==> src/include/rcu_pkg.sv <==
// Package for the reset cause unit: register map, field positions, reset
// values and the structs that carry source, bus and state signals.
// Assumes the printed absolute addresses reach the block unchanged.
package rcu_pkg;

  // ---------------------------------------------------------------
  // Register map
  // ---------------------------------------------------------------
  localparam logic [31:0] ADDR_STATUS_A  = 32'h4007F000;
  localparam logic [31:0] ADDR_STATUS_B  = 32'h4007F001;
  localparam logic [31:0] ADDR_FILT_CTL  = 32'h4007F004;
  localparam logic [31:0] ADDR_FILT_WID  = 32'h4007F005;

  localparam logic [7:0]  RST_STATUS_A   = 8'h82;
  localparam logic [7:0]  RST_STATUS_B   = 8'h00;
  localparam logic [7:0]  RST_FILT_CTL   = 8'h00;
  localparam logic [7:0]  RST_FILT_WID   = 8'h00;
  localparam logic [7:0]  FILT_CTL_MASK  = 8'h07;
  localparam logic [7:0]  ZERO_BYTE      = 8'h00;

  // ---------------------------------------------------------------
  // Field positions
  // ---------------------------------------------------------------
  localparam int A_POWER_UP   = 7;
  localparam int A_EXT_LINE   = 6;
  localparam int A_WATCH      = 5;
  localparam int A_RESERVED   = 4;
  localparam int A_PLL_UNLOCK = 3;
  localparam int A_OSC_MISS   = 2;
  localparam int A_UNDERVOLT  = 1;
  localparam int A_WAKE       = 0;
  localparam int B_STOP_ACK   = 5;
  localparam int B_DEBUGGER   = 3;
  localparam int B_SOFTWARE   = 2;
  localparam int B_LOCKUP     = 1;
  localparam int CTL_STOP_SEL = 2;
  localparam int CTL_RUN_HI   = 1;
  localparam int CTL_RUN_LO   = 0;

  // ---------------------------------------------------------------
  // Carriers
  // ---------------------------------------------------------------
  typedef struct packed {
    logic ext_reset_n;
    logic watch_timer_expiry;
    logic pll_unlock;
    logic ext_osc_missing;
    logic clock_monitor_en;
    logic undervoltage;
    logic undervolt_reset_enable;
    logic wake_other;
    logic low_leak_stop_mode;
    logic deep_leak_stop_modes;
    logic stop_ack_fail;
    logic debugger_request;
    logic software_request;
    logic core_lockup;
  } rcu_src_t;

  localparam rcu_src_t SRC_IDLE = '{ext_reset_n: 1'b1, default: 1'b0};

  typedef struct packed {
    logic [31:0] addr;
    logic [7:0]  wdata;
    logic        wr;
    logic        rd;
    logic        supervisor;
  } rcu_bus_req_t;

  typedef struct packed {
    rcu_src_t    sync1;
    rcu_src_t    sync2;
    logic        in_reset;
    logic [7:0]  status_a;
    logic [7:0]  status_b;
    logic [7:0]  filt_ctl;
    logic [7:0]  filt_wid;
    logic [7:0]  pin_cnt;
    logic [7:0]  rdata;
    logic        bus_error;
  } rcu_state_t;

endpackage

==> src/hdl/rcu_reset_cause_unit.sv <==
// Reset cause unit: captures which on-chip sources caused each reset and
// serves the status and reset-line filter registers on a plain port.
// Assumes rst is the power-on reset and source inputs arrive asynchronously.
//
// Decided for this implementation: strobed register access.
`timescale 1ns/10ps

// How it works
// [RULE_01] User-mode writes are dropped and answered with a bus error pulse.
// [RULE_02] Four 8-bit registers: two read-only status, filter control, filter width.
// [RULE_03] Power-on reset leaves status A at 0x82, power-up and undervoltage set.
// [RULE_04] Undervoltage reset without power-on leaves status A at 0x02.
// [RULE_05] Deep stop wakeup reads 0x41 via reset line, otherwise 0x01.
// [RULE_06] Any other reset sets exactly the flag of its own source.
// [RULE_07] Bit 7 marks power-on, always together with the undervoltage bit.
// [RULE_08] Bit 6 marks a reset from the low external reset line.
// [RULE_09] Bit 5 marks a reset from the run monitor watchdog expiring.
// [RULE_10] Software disables the watchdog by writing 00 to its timeout select.
// [RULE_11] Bit 4 of status A always reads zero.
// [RULE_12] Bit 3 marks a reset from PLL loss of lock.
// [RULE_13] Bit 2 marks external clock loss, only with the clock monitor enabled.
// [RULE_14] Bit 1 marks an enabled undervoltage trip, and is also set at power-on.
// [RULE_15] Bit 0 marks a reset from a low-leakage wakeup source.
// [RULE_16] In low-leak stop only the reset line as wakeup causes a reset.
// [RULE_17] In deep-leak stop any enabled wakeup causes a flagged wakeup reset.
// [RULE_18] The wakeup flag is cleared by every reset that is not a wakeup.
// [RULE_19] Status B flags stop-ack failure, debugger, software and lockup resets.
// [RULE_20] Flags are captured as a reset asserts and held; status writes ignored.
// [RULE_21] Simultaneous sources all get their flags set.
module rcu_reset_cause_unit (
  // Clock and power-on reset
  input  wire logic                  ref_clk,
  input  wire logic                  rst,
  // Reset sources and mode levels
  input  wire rcu_pkg::rcu_src_t     src,
  // Register port
  input  wire rcu_pkg::rcu_bus_req_t bus,
  output logic [7:0]                 rdata,
  output logic                       bus_error,
  // Chip reset request while any source decodes to a status flag
  output logic                       chip_reset_req
);

  // ---------------------------------------------------------------
  // State
  // ---------------------------------------------------------------
  rcu_pkg::rcu_state_t st;
  rcu_pkg::rcu_state_t next_st;

  rcu_pkg::rcu_src_t   s;
  logic                pin_low;
  logic                in_stop;
  logic                filt_on;
  logic                pin_ok;
  logic                wake_rst;
  logic [7:0]          cause_a;
  logic [7:0]          cause_b;
  logic                any_cause;
  logic                user_write;
  logic                sup_write;

  // ---------------------------------------------------------------
  // Cause decode
  // ---------------------------------------------------------------
  always_comb begin
    s        = st.sync2;
    pin_low  = ~s.ext_reset_n;
    in_stop  = s.low_leak_stop_mode | s.deep_leak_stop_modes;
    // Stop modes use their own filter select; run and wait use the 2-bit field
    filt_on  = in_stop ? st.filt_ctl[rcu_pkg::CTL_STOP_SEL]
                       : (st.filt_ctl[rcu_pkg::CTL_RUN_HI:rcu_pkg::CTL_RUN_LO] != 2'h0);
    // A filtered line must stay low for the programmed width before it counts
    pin_ok   = pin_low & (~filt_on | (st.pin_cnt >= st.filt_wid));
    // Deep stop: line wake reads 0x41 (line and wake), others 0x01
    wake_rst = (s.deep_leak_stop_modes & (pin_ok | s.wake_other)) // RULE_17 RULE_05
             | (s.low_leak_stop_mode & pin_ok);                   // RULE_16

    // Bits 7 and 4 never come from a cause: only rst sets power-up
    cause_a                        = rcu_pkg::ZERO_BYTE;          // RULE_11
    cause_a[rcu_pkg::A_EXT_LINE]   = pin_ok;                      // RULE_08
    cause_a[rcu_pkg::A_WATCH]      = s.watch_timer_expiry;        // RULE_09
    cause_a[rcu_pkg::A_PLL_UNLOCK] = s.pll_unlock;                // RULE_12
    cause_a[rcu_pkg::A_OSC_MISS]   = s.ext_osc_missing & s.clock_monitor_en; // RULE_13
    // Alone this gives 0x02
    cause_a[rcu_pkg::A_UNDERVOLT]  = s.undervoltage & s.undervolt_reset_enable; // RULE_14 RULE_04
    cause_a[rcu_pkg::A_WAKE]       = wake_rst;                    // RULE_15

    cause_b                        = rcu_pkg::ZERO_BYTE;          // RULE_19
    cause_b[rcu_pkg::B_STOP_ACK]   = s.stop_ack_fail;
    cause_b[rcu_pkg::B_DEBUGGER]   = s.debugger_request;
    cause_b[rcu_pkg::B_SOFTWARE]   = s.software_request;
    cause_b[rcu_pkg::B_LOCKUP]     = s.core_lockup;

    any_cause  = (cause_a != rcu_pkg::ZERO_BYTE) | (cause_b != rcu_pkg::ZERO_BYTE);
    user_write = bus.wr & ~bus.supervisor;
    sup_write  = bus.wr & bus.supervisor;
  end

  // ---------------------------------------------------------------
  // Next state
  // ---------------------------------------------------------------
  always_comb begin
    next_st       = st;
    next_st.sync1 = src;
    next_st.sync2 = st.sync1;

    if (pin_low) begin
      if (st.pin_cnt != 8'hFF) begin
        next_st.pin_cnt = st.pin_cnt + 8'h01;
      end
    end else begin
      next_st.pin_cnt = 8'h00;
    end

    // New reset: replace the record, so stale flags such as wakeup drop out
    next_st.in_reset = any_cause;
    if (any_cause & ~st.in_reset) begin
      next_st.status_a = cause_a;                                 // RULE_06 RULE_18 RULE_20
      next_st.status_b = cause_b;
    end else if (any_cause) begin
      // Sources that join while the reset is held are added, never dropped
      next_st.status_a = st.status_a | cause_a;                   // RULE_21
      next_st.status_b = st.status_b | cause_b;
    end

    if (sup_write) begin
      case (bus.addr)
        rcu_pkg::ADDR_FILT_CTL: begin
          next_st.filt_ctl = bus.wdata & rcu_pkg::FILT_CTL_MASK;
        end
        rcu_pkg::ADDR_FILT_WID: begin
          next_st.filt_wid = bus.wdata;
        end
        default: begin
          next_st.filt_ctl = st.filt_ctl;                         // RULE_20
        end
      endcase
    end
    next_st.bus_error = user_write;                               // RULE_01

    next_st.rdata = rcu_pkg::ZERO_BYTE;
    if (bus.rd) begin
      case (bus.addr)                                             // RULE_02
        rcu_pkg::ADDR_STATUS_A: begin
          next_st.rdata = st.status_a;
        end
        rcu_pkg::ADDR_STATUS_B: begin
          next_st.rdata = st.status_b;
        end
        rcu_pkg::ADDR_FILT_CTL: begin
          next_st.rdata = st.filt_ctl;
        end
        rcu_pkg::ADDR_FILT_WID: begin
          next_st.rdata = st.filt_wid;
        end
        default: begin
          next_st.rdata = rcu_pkg::ZERO_BYTE;
        end
      endcase
    end
  end

  // ---------------------------------------------------------------
  // Registers
  // ---------------------------------------------------------------
  always_ff @(posedge ref_clk or posedge rst) begin
    if (rst) begin
      st.sync1     <= rcu_pkg::SRC_IDLE;
      st.sync2     <= rcu_pkg::SRC_IDLE;
      st.in_reset  <= 1'b0;
      st.status_a  <= rcu_pkg::RST_STATUS_A;                      // RULE_03 RULE_07
      st.status_b  <= rcu_pkg::RST_STATUS_B;
      st.filt_ctl  <= rcu_pkg::RST_FILT_CTL;
      st.filt_wid  <= rcu_pkg::RST_FILT_WID;
      st.pin_cnt   <= 8'h00;
      st.rdata     <= rcu_pkg::ZERO_BYTE;
      st.bus_error <= 1'b0;
    end else begin
      st <= next_st;
    end
  end

  assign rdata          = st.rdata;
  assign bus_error      = st.bus_error;
  assign chip_reset_req = st.in_reset;
endmodule

==> config.mk <==
export PLATFORM = sky130hd
export DESIGN_NAME = rcu_reset_cause_unit
export DESIGN_NICKNAME = d
export VERILOG_FILES = /design/src/include/rcu_pkg.sv /design/src/hdl/rcu_reset_cause_unit.sv
export SDC_FILE = /design/constraint.sdc
export NUM_CORES = 1
export LEC_CHECK = 0
export BUFFER_PORTS_ARGS = -buffer_cell sky130_fd_sc_hd__buf_4
export CORE_MARGIN = 3
export CORE_UTILIZATION = 53
export CTS_CLUSTER_DIAMETER = 150
export DETAILED_ROUTE_END_ITERATION = 8
export HOLD_SLACK_MARGIN = 0.08
export PLACE_DENSITY = 0.79
export SETUP_SLACK_MARGIN = 0.3
export SLEW_MARGIN = 5
export SYNTH_ARGS = -nofsm -noshare
export SYNTH_HDL_FRONTEND = slang
export SYNTH_SLANG_ARGS = --single-unit
==> constraint.sdc <==
create_clock -name ref_clk -period 2.7 [get_ports ref_clk]
set_clock_uncertainty 0.2 [all_clocks]
set_input_delay 0.27 -clock ref_clk [delete_from_list [all_inputs] [get_ports ref_clk]]
set_output_delay 0.27 -clock ref_clk [all_outputs]
set_load 0.01 [all_outputs]
# Yosys cells after proc, flatten, opt, wreduce, memory -nomap -nowiden
# Index checks and enable logic that the tools add are counted.
[totals] out_inout_bits=10 regBits=73
[classes] bitwise=19 order_cmp=1 n_eq_ne=5 mux=7 add_sub_neg=1 reduce_logical=7
[ops] cell="equality test 32 x 31 -> 1 bit (second input constant)" n=4
[ops] cell="2-to-1 mux 16 bit" n=2
[ops] cell="case mux 8 bit (4 select lines)" n=1
[ops] cell="2-to-1 mux 8 bit" n=3
[ops] cell="adder 8 x 1 -> 8 bit (second input constant)" n=1
[ops] cell="AND 1 bit" n=8
[ops] cell=">= comparator 8 bit" n=1
[ops] cell="inequality test 8 bit (second input constant)" n=1
[ops] cell="bitwise OR 8 x 6 -> 8 bit" n=1
[ops] cell="bitwise OR 8 x 7 -> 8 bit" n=1
[ops] cell="nonzero test 2 bit" n=3
[ops] cell="nonzero test 6 bit" n=1
[ops] cell="bitwise OR 1 bit" n=5
[ops] cell="inverter 1 bit" n=4
[ops] cell="AND reduction 2 bit" n=2
[ops] cell="nonzero test 4 bit" n=1
[ops] cell="2-to-1 mux 1 bit" n=1

# Logic depth before layout (Yosys ltp)
[depth] ltp_word=12 ltp_mapped=7 depth_no_buf=7

# Worst setup path before layout
# Ideal clock, no wire load.
[synth_timing] path_kind="reg2reg" start="register st[9] in the netlist's numbering" end="register st[41] in the netlist's numbering" path_stages_with_launch=8 arrival_time_ps=1769 required_time_ps=2374 setup_ps=126 slack_ps=605 synth_period_minus_slack_ps=2095 path_cell_list="dfrtp_1 > inv_1 > ha_1 > nand2b_1 > a2111o_1 > a211oi_2 > a21oi_1 > a221o_1"
[synth_between] elab_chain_len=10 elab_cells_between_ends=14 cone_classes="order compare (1); mux (2); bitwise (9); reduce/logical (2)"
[synth_rtl] element="start, declared" line="rcu_reset_cause_unit.sv:47" text="rcu_pkg::rcu_state_t st;"
[synth_rtl] element="start signal, assigned" line="rcu_reset_cause_unit.sv:179" text="st <= next_st;"
[synth_rtl] element=">= comparator 8 bit (*)" line="rcu_reset_cause_unit.sv:73" text="pin_ok = pin_low & (~filt_on | (st.pin_cnt >= st.filt_wid));"
[synth_rtl] element="bitwise OR 1 bit (*)" line="rcu_reset_cause_unit.sv:73"
[synth_rtl] element="AND 1 bit (*)" line="rcu_reset_cause_unit.sv:73"
[synth_rtl] element="bitwise OR 1 bit" line="rcu_reset_cause_unit.sv:75" text="wake_rst = (s.deep_leak_stop_modes & (pin_ok | s.wake_other))"
[synth_rtl] element="AND 1 bit" line="rcu_reset_cause_unit.sv:75"
[synth_rtl] element="bitwise OR 1 bit" line="rcu_reset_cause_unit.sv:76" text="| (s.low_leak_stop_mode & pin_ok);"
[synth_rtl] element="nonzero test 6 bit" line="rcu_reset_cause_unit.sv:94" text="any_cause = (cause_a != rcu_pkg::ZERO_BYTE) | (cause_b != rcu_pkg::ZERO_BYTE);"
[synth_rtl] element="bitwise OR 1 bit" line="rcu_reset_cause_unit.sv:94"
[synth_rtl] element="AND 1 bit" line="rcu_reset_cause_unit.sv:117" text="if (any_cause & ~st.in_reset) begin"
[synth_rtl] element="2-to-1 mux 16 bit or nonzero test 2 bit (tied branches)"
# Mark *: on every way between the ends. The rest lies on a longest branch, timed or not. The select of a mux whose other input is x is not followed.
# A chain may end at the register's enable or synchronous reset.

# Worst setup path after layout
# Same ends and word-level chain as after synthesis.

==> impl_results.md <==
* Status: finished clean
* Post-Synth XOR/XNOR Area at 0.01243
* HP Class: flop to flop
* Layout Cell Area excl Fill at 3810 sq um
* Initial antenna violation count at 0
* Vias per inst at 5.233
* Synth warn at 0
* Worst R2R Setup Slack at 0.45 ns
* Syn_nets at 302
* Slew Limit Headroom at 0.5736
* Seq/Total Area, Yosys at 0.6054
* Highest Clock Rate at 0.4448 GHz
* Slew Viols, Final at 0
* FP Rows at 25
* R2R Path Start: st[9]
* First-pass GRT wire length at 10,380 um
* Top cells by area, synth: dfrtp_1 57%, mux2_2 4.8%, ha_1 4.0%, dfstp_2 3.7%, nand2_1 2.7%
* Fin. Hold Viols at 0
* Maximum VDD drop at 462.5 uV
* Synth Area in Compound Gates at 0.08389
* Die Wd at 78.93 um
* Mean Syn Cell Area at 12.05 sq um
* Post-synth top area share at 0.5681
* Startpoint types: flop
* Top_reg_cell synth: dfrtp_1
* Pre-Repair DR Iteration Count at 4
* Crit end category: flop
* Hold path depth at 0
* Core box area at 4942 sq um
* Crit Path Max Fanout at 4
* CP bufs+invs at 1
* Routability cong. at 0.7831
* Setup-failing EPs final at 0
* Die height at 78.93 um
* Most common cell after layout, fill and taps aside: buf_4
* Initial Util at 0.5704
* Grt ovf at 0
* CP cell instances: inv_1 -> ha_1 -> nand2b_1 -> a2111o_1 -> a211oi_2 -> a21oi_1 -> a221o_1
* Max-Cap Viols at 0
* Number of global-route vias before repair at 2,225
* RSZ-0062 raised after global routing: no
* Clock-pin slew on the worst setup and hold paths at 0.07 ns
* CP top delay family: compound AO/OA/AOI/OAI gates
* Leakage at 1.733 nW
* Async SR Flop Fraction at 1.000
* Post-synth EDFFs at 0
* Seq cells post-synth at 68
* P&R area growth vs syn at 35.15%
* Worst hold start: next_st[51]
* Crit-path max cell delay at 0.41 ns
* Main combinational cell family by area after synthesis: simple AND/OR/NAND/NOR gates
* H-tree depth at 3
* Die area at 6230 sq um
* Setup Buffers After CTS at 0
* Arrival @ worst endpoint at 2.26 ns
* Final core utilization at 0.7709
* Clock net sink count at 68
* CTS Buffer Depth at 2
* Synthesized area at 2819 sq um
* Wirelength per Cell at 14.98 um
* Cell Area, Placed at 3343 sq um
* Mux contribution to synthesized area at 0.07457
* Port Buffers at 68
* Final wirelength at 5992 um
* Final min period at 2.248 ns
* Worst Path Required at 2.72 ns
* Simple-Gate Fraction of Synth Area at 0.1372
* Worst hold slack at 0.1483 ns
* Period utilization at 0.8327
* Hold path endpoint: cause_b[2]
* Worst Max-Slew Pin Slew at 0.6386 ns
* I/O pin count at 69
* Post-DRT Antenna Nets at 0
* Post-synth top area cell: dfrtp_1
* Final Non-Filler Cells at 400
* Iter 0 DRT Violations at 167
* Reg2reg end: st[41]
* Most frequent cells in the layout: 68 x buf_4, 64 x dfrtp_1, 28 x dlygate4sd3_1
* CTS root buf: clkbuf_8
* Final total negative setup slack at 0 ns
* CTS Buf Count at 9
* Final HPWL DP at 4200 um
* Vias post-DR at 2,093
* Crit Path Category: flop to flop
* Post-Synth Adder-Cell Area at 0.03995
* Layout cells sized above 1 at 0.3153
* CP max stage cell: a2111o_1
* Diodes inserted at 0
* Syn Inst Count at 234
* Pwr Density at 523.1 nW/um^2
* Reg2reg path depth at 7
* Netlist cell types at 42
* Skew-Pair Late Insertion Delay at 0.33 ns
* TritonCTS clock tree: done
* GRT Total Usage at 0.2153
* Final nets at 396
* Largest net degree at the start of global routing at 38
* Placed Instances at 356
* DRC Markers at 0
## logic make-up after synthesis
logic type / count (synthesis)
and+or+nand+nor: 73
DFF: 68
muxes: 17
xor gates and xnor gates: 4
buffers and inverters: 25
AOI/OAI and AO/OA: 38
adders and majority gates: 9
## cells in the mapped netlist (all sizes together), types with 3 or more instances
| library cell | instances |
|---|---|
| clkbuf | 4 |
| xor2 | 3 |
| and2 | 3 |
| nor2 | 18 |
| buf | 10 |
| a211oi | 3 |
| nand2 | 20 |
| a21oi | 11 |
| ha | 9 |
| dfrtp | 64 |
| a31oi | 3 |
| nor4 | 6 |
| dfstp | 4 |
| mux2i | 3 |
| nand4 | 5 |
| inv | 11 |
| o21ai | 12 |
| mux2 | 12 |
| and3 | 4 |
| nand3 | 4 |
## through the flow
step	setup slack, ns	power [mW]
2_1_floorplan	0.5251	1.131
3_3_place_gp	0.4079	1.215
6_report	0.4517	1.993
5_1_grt	0.3057	2.082
3_5_place_dp	0.2457	1.220
4_1_cts	0.4611	2.009
## repair_timing
item / 4_1_cts / 5_1_grt
gates resized for setup: 0 / 1
endpoints found under the hold margin: 58 / 0
setup endpoints to repair: 0 / 3
hold buffers: 28 / 0
## flip-flops by register name, indices dropped and copies added, names as in the netlist
name,count
st,30
next_st,14
rdata,8
s,8
cause_b,4
cause_a,2
bus_error,1
chip_reset_req,1
## metal layers
layer / part of all wire / global-route usage / vias up / routed length, um
li1: - / - / 1010 / -
met1: 0.43 / 0.2699 / 1020 / 2562
met2: 0.52 / 0.3795 / 55 / 3115
met3: 0.039 / 0.04308 / 8 / 232
met4: 0.014 / 0.06186 / 0 / 82
met5: 0 / 0 / - / 0
## worst max path at each step
stage | startpoint | endpoint | slack [ns] | cells after the start
after floorplan | rst | bus_error | 0.53 | 1
after global placement | bus[40] | st[23] | 0.41 | 6
after detailed placement | bus[18] | st[19] | 0.25 | 6
after CTS | st[9] | st[41] | 0.46 | 7
after global routing | st[9] | st[41] | 0.31 | 7
final | st[9] | st[41] | 0.45 | 7
## area by class of cell
type,count,area (sq um)
clock buffers,15,176.4
clock inverters,1,7.507
fillers,326,1132
inverters,11,41.29
multi-input cells,141,983.4
flip-flops and latches,68,1707
well taps,67,83.83
repair buffers,97,810.8
## power by group
| group | switching [mW] | internal [mW] | leakage (nW) |
|---|---|---|---|
| Clock | 0.348 | 0.410 | 0.0900 |
| Sequential | 0.0167 | 1.05 | 0.820 |
| Combinational | 0.0660 | 0.105 | 0.822 |
No activity file was read; power rests on OpenSTA's default activity.
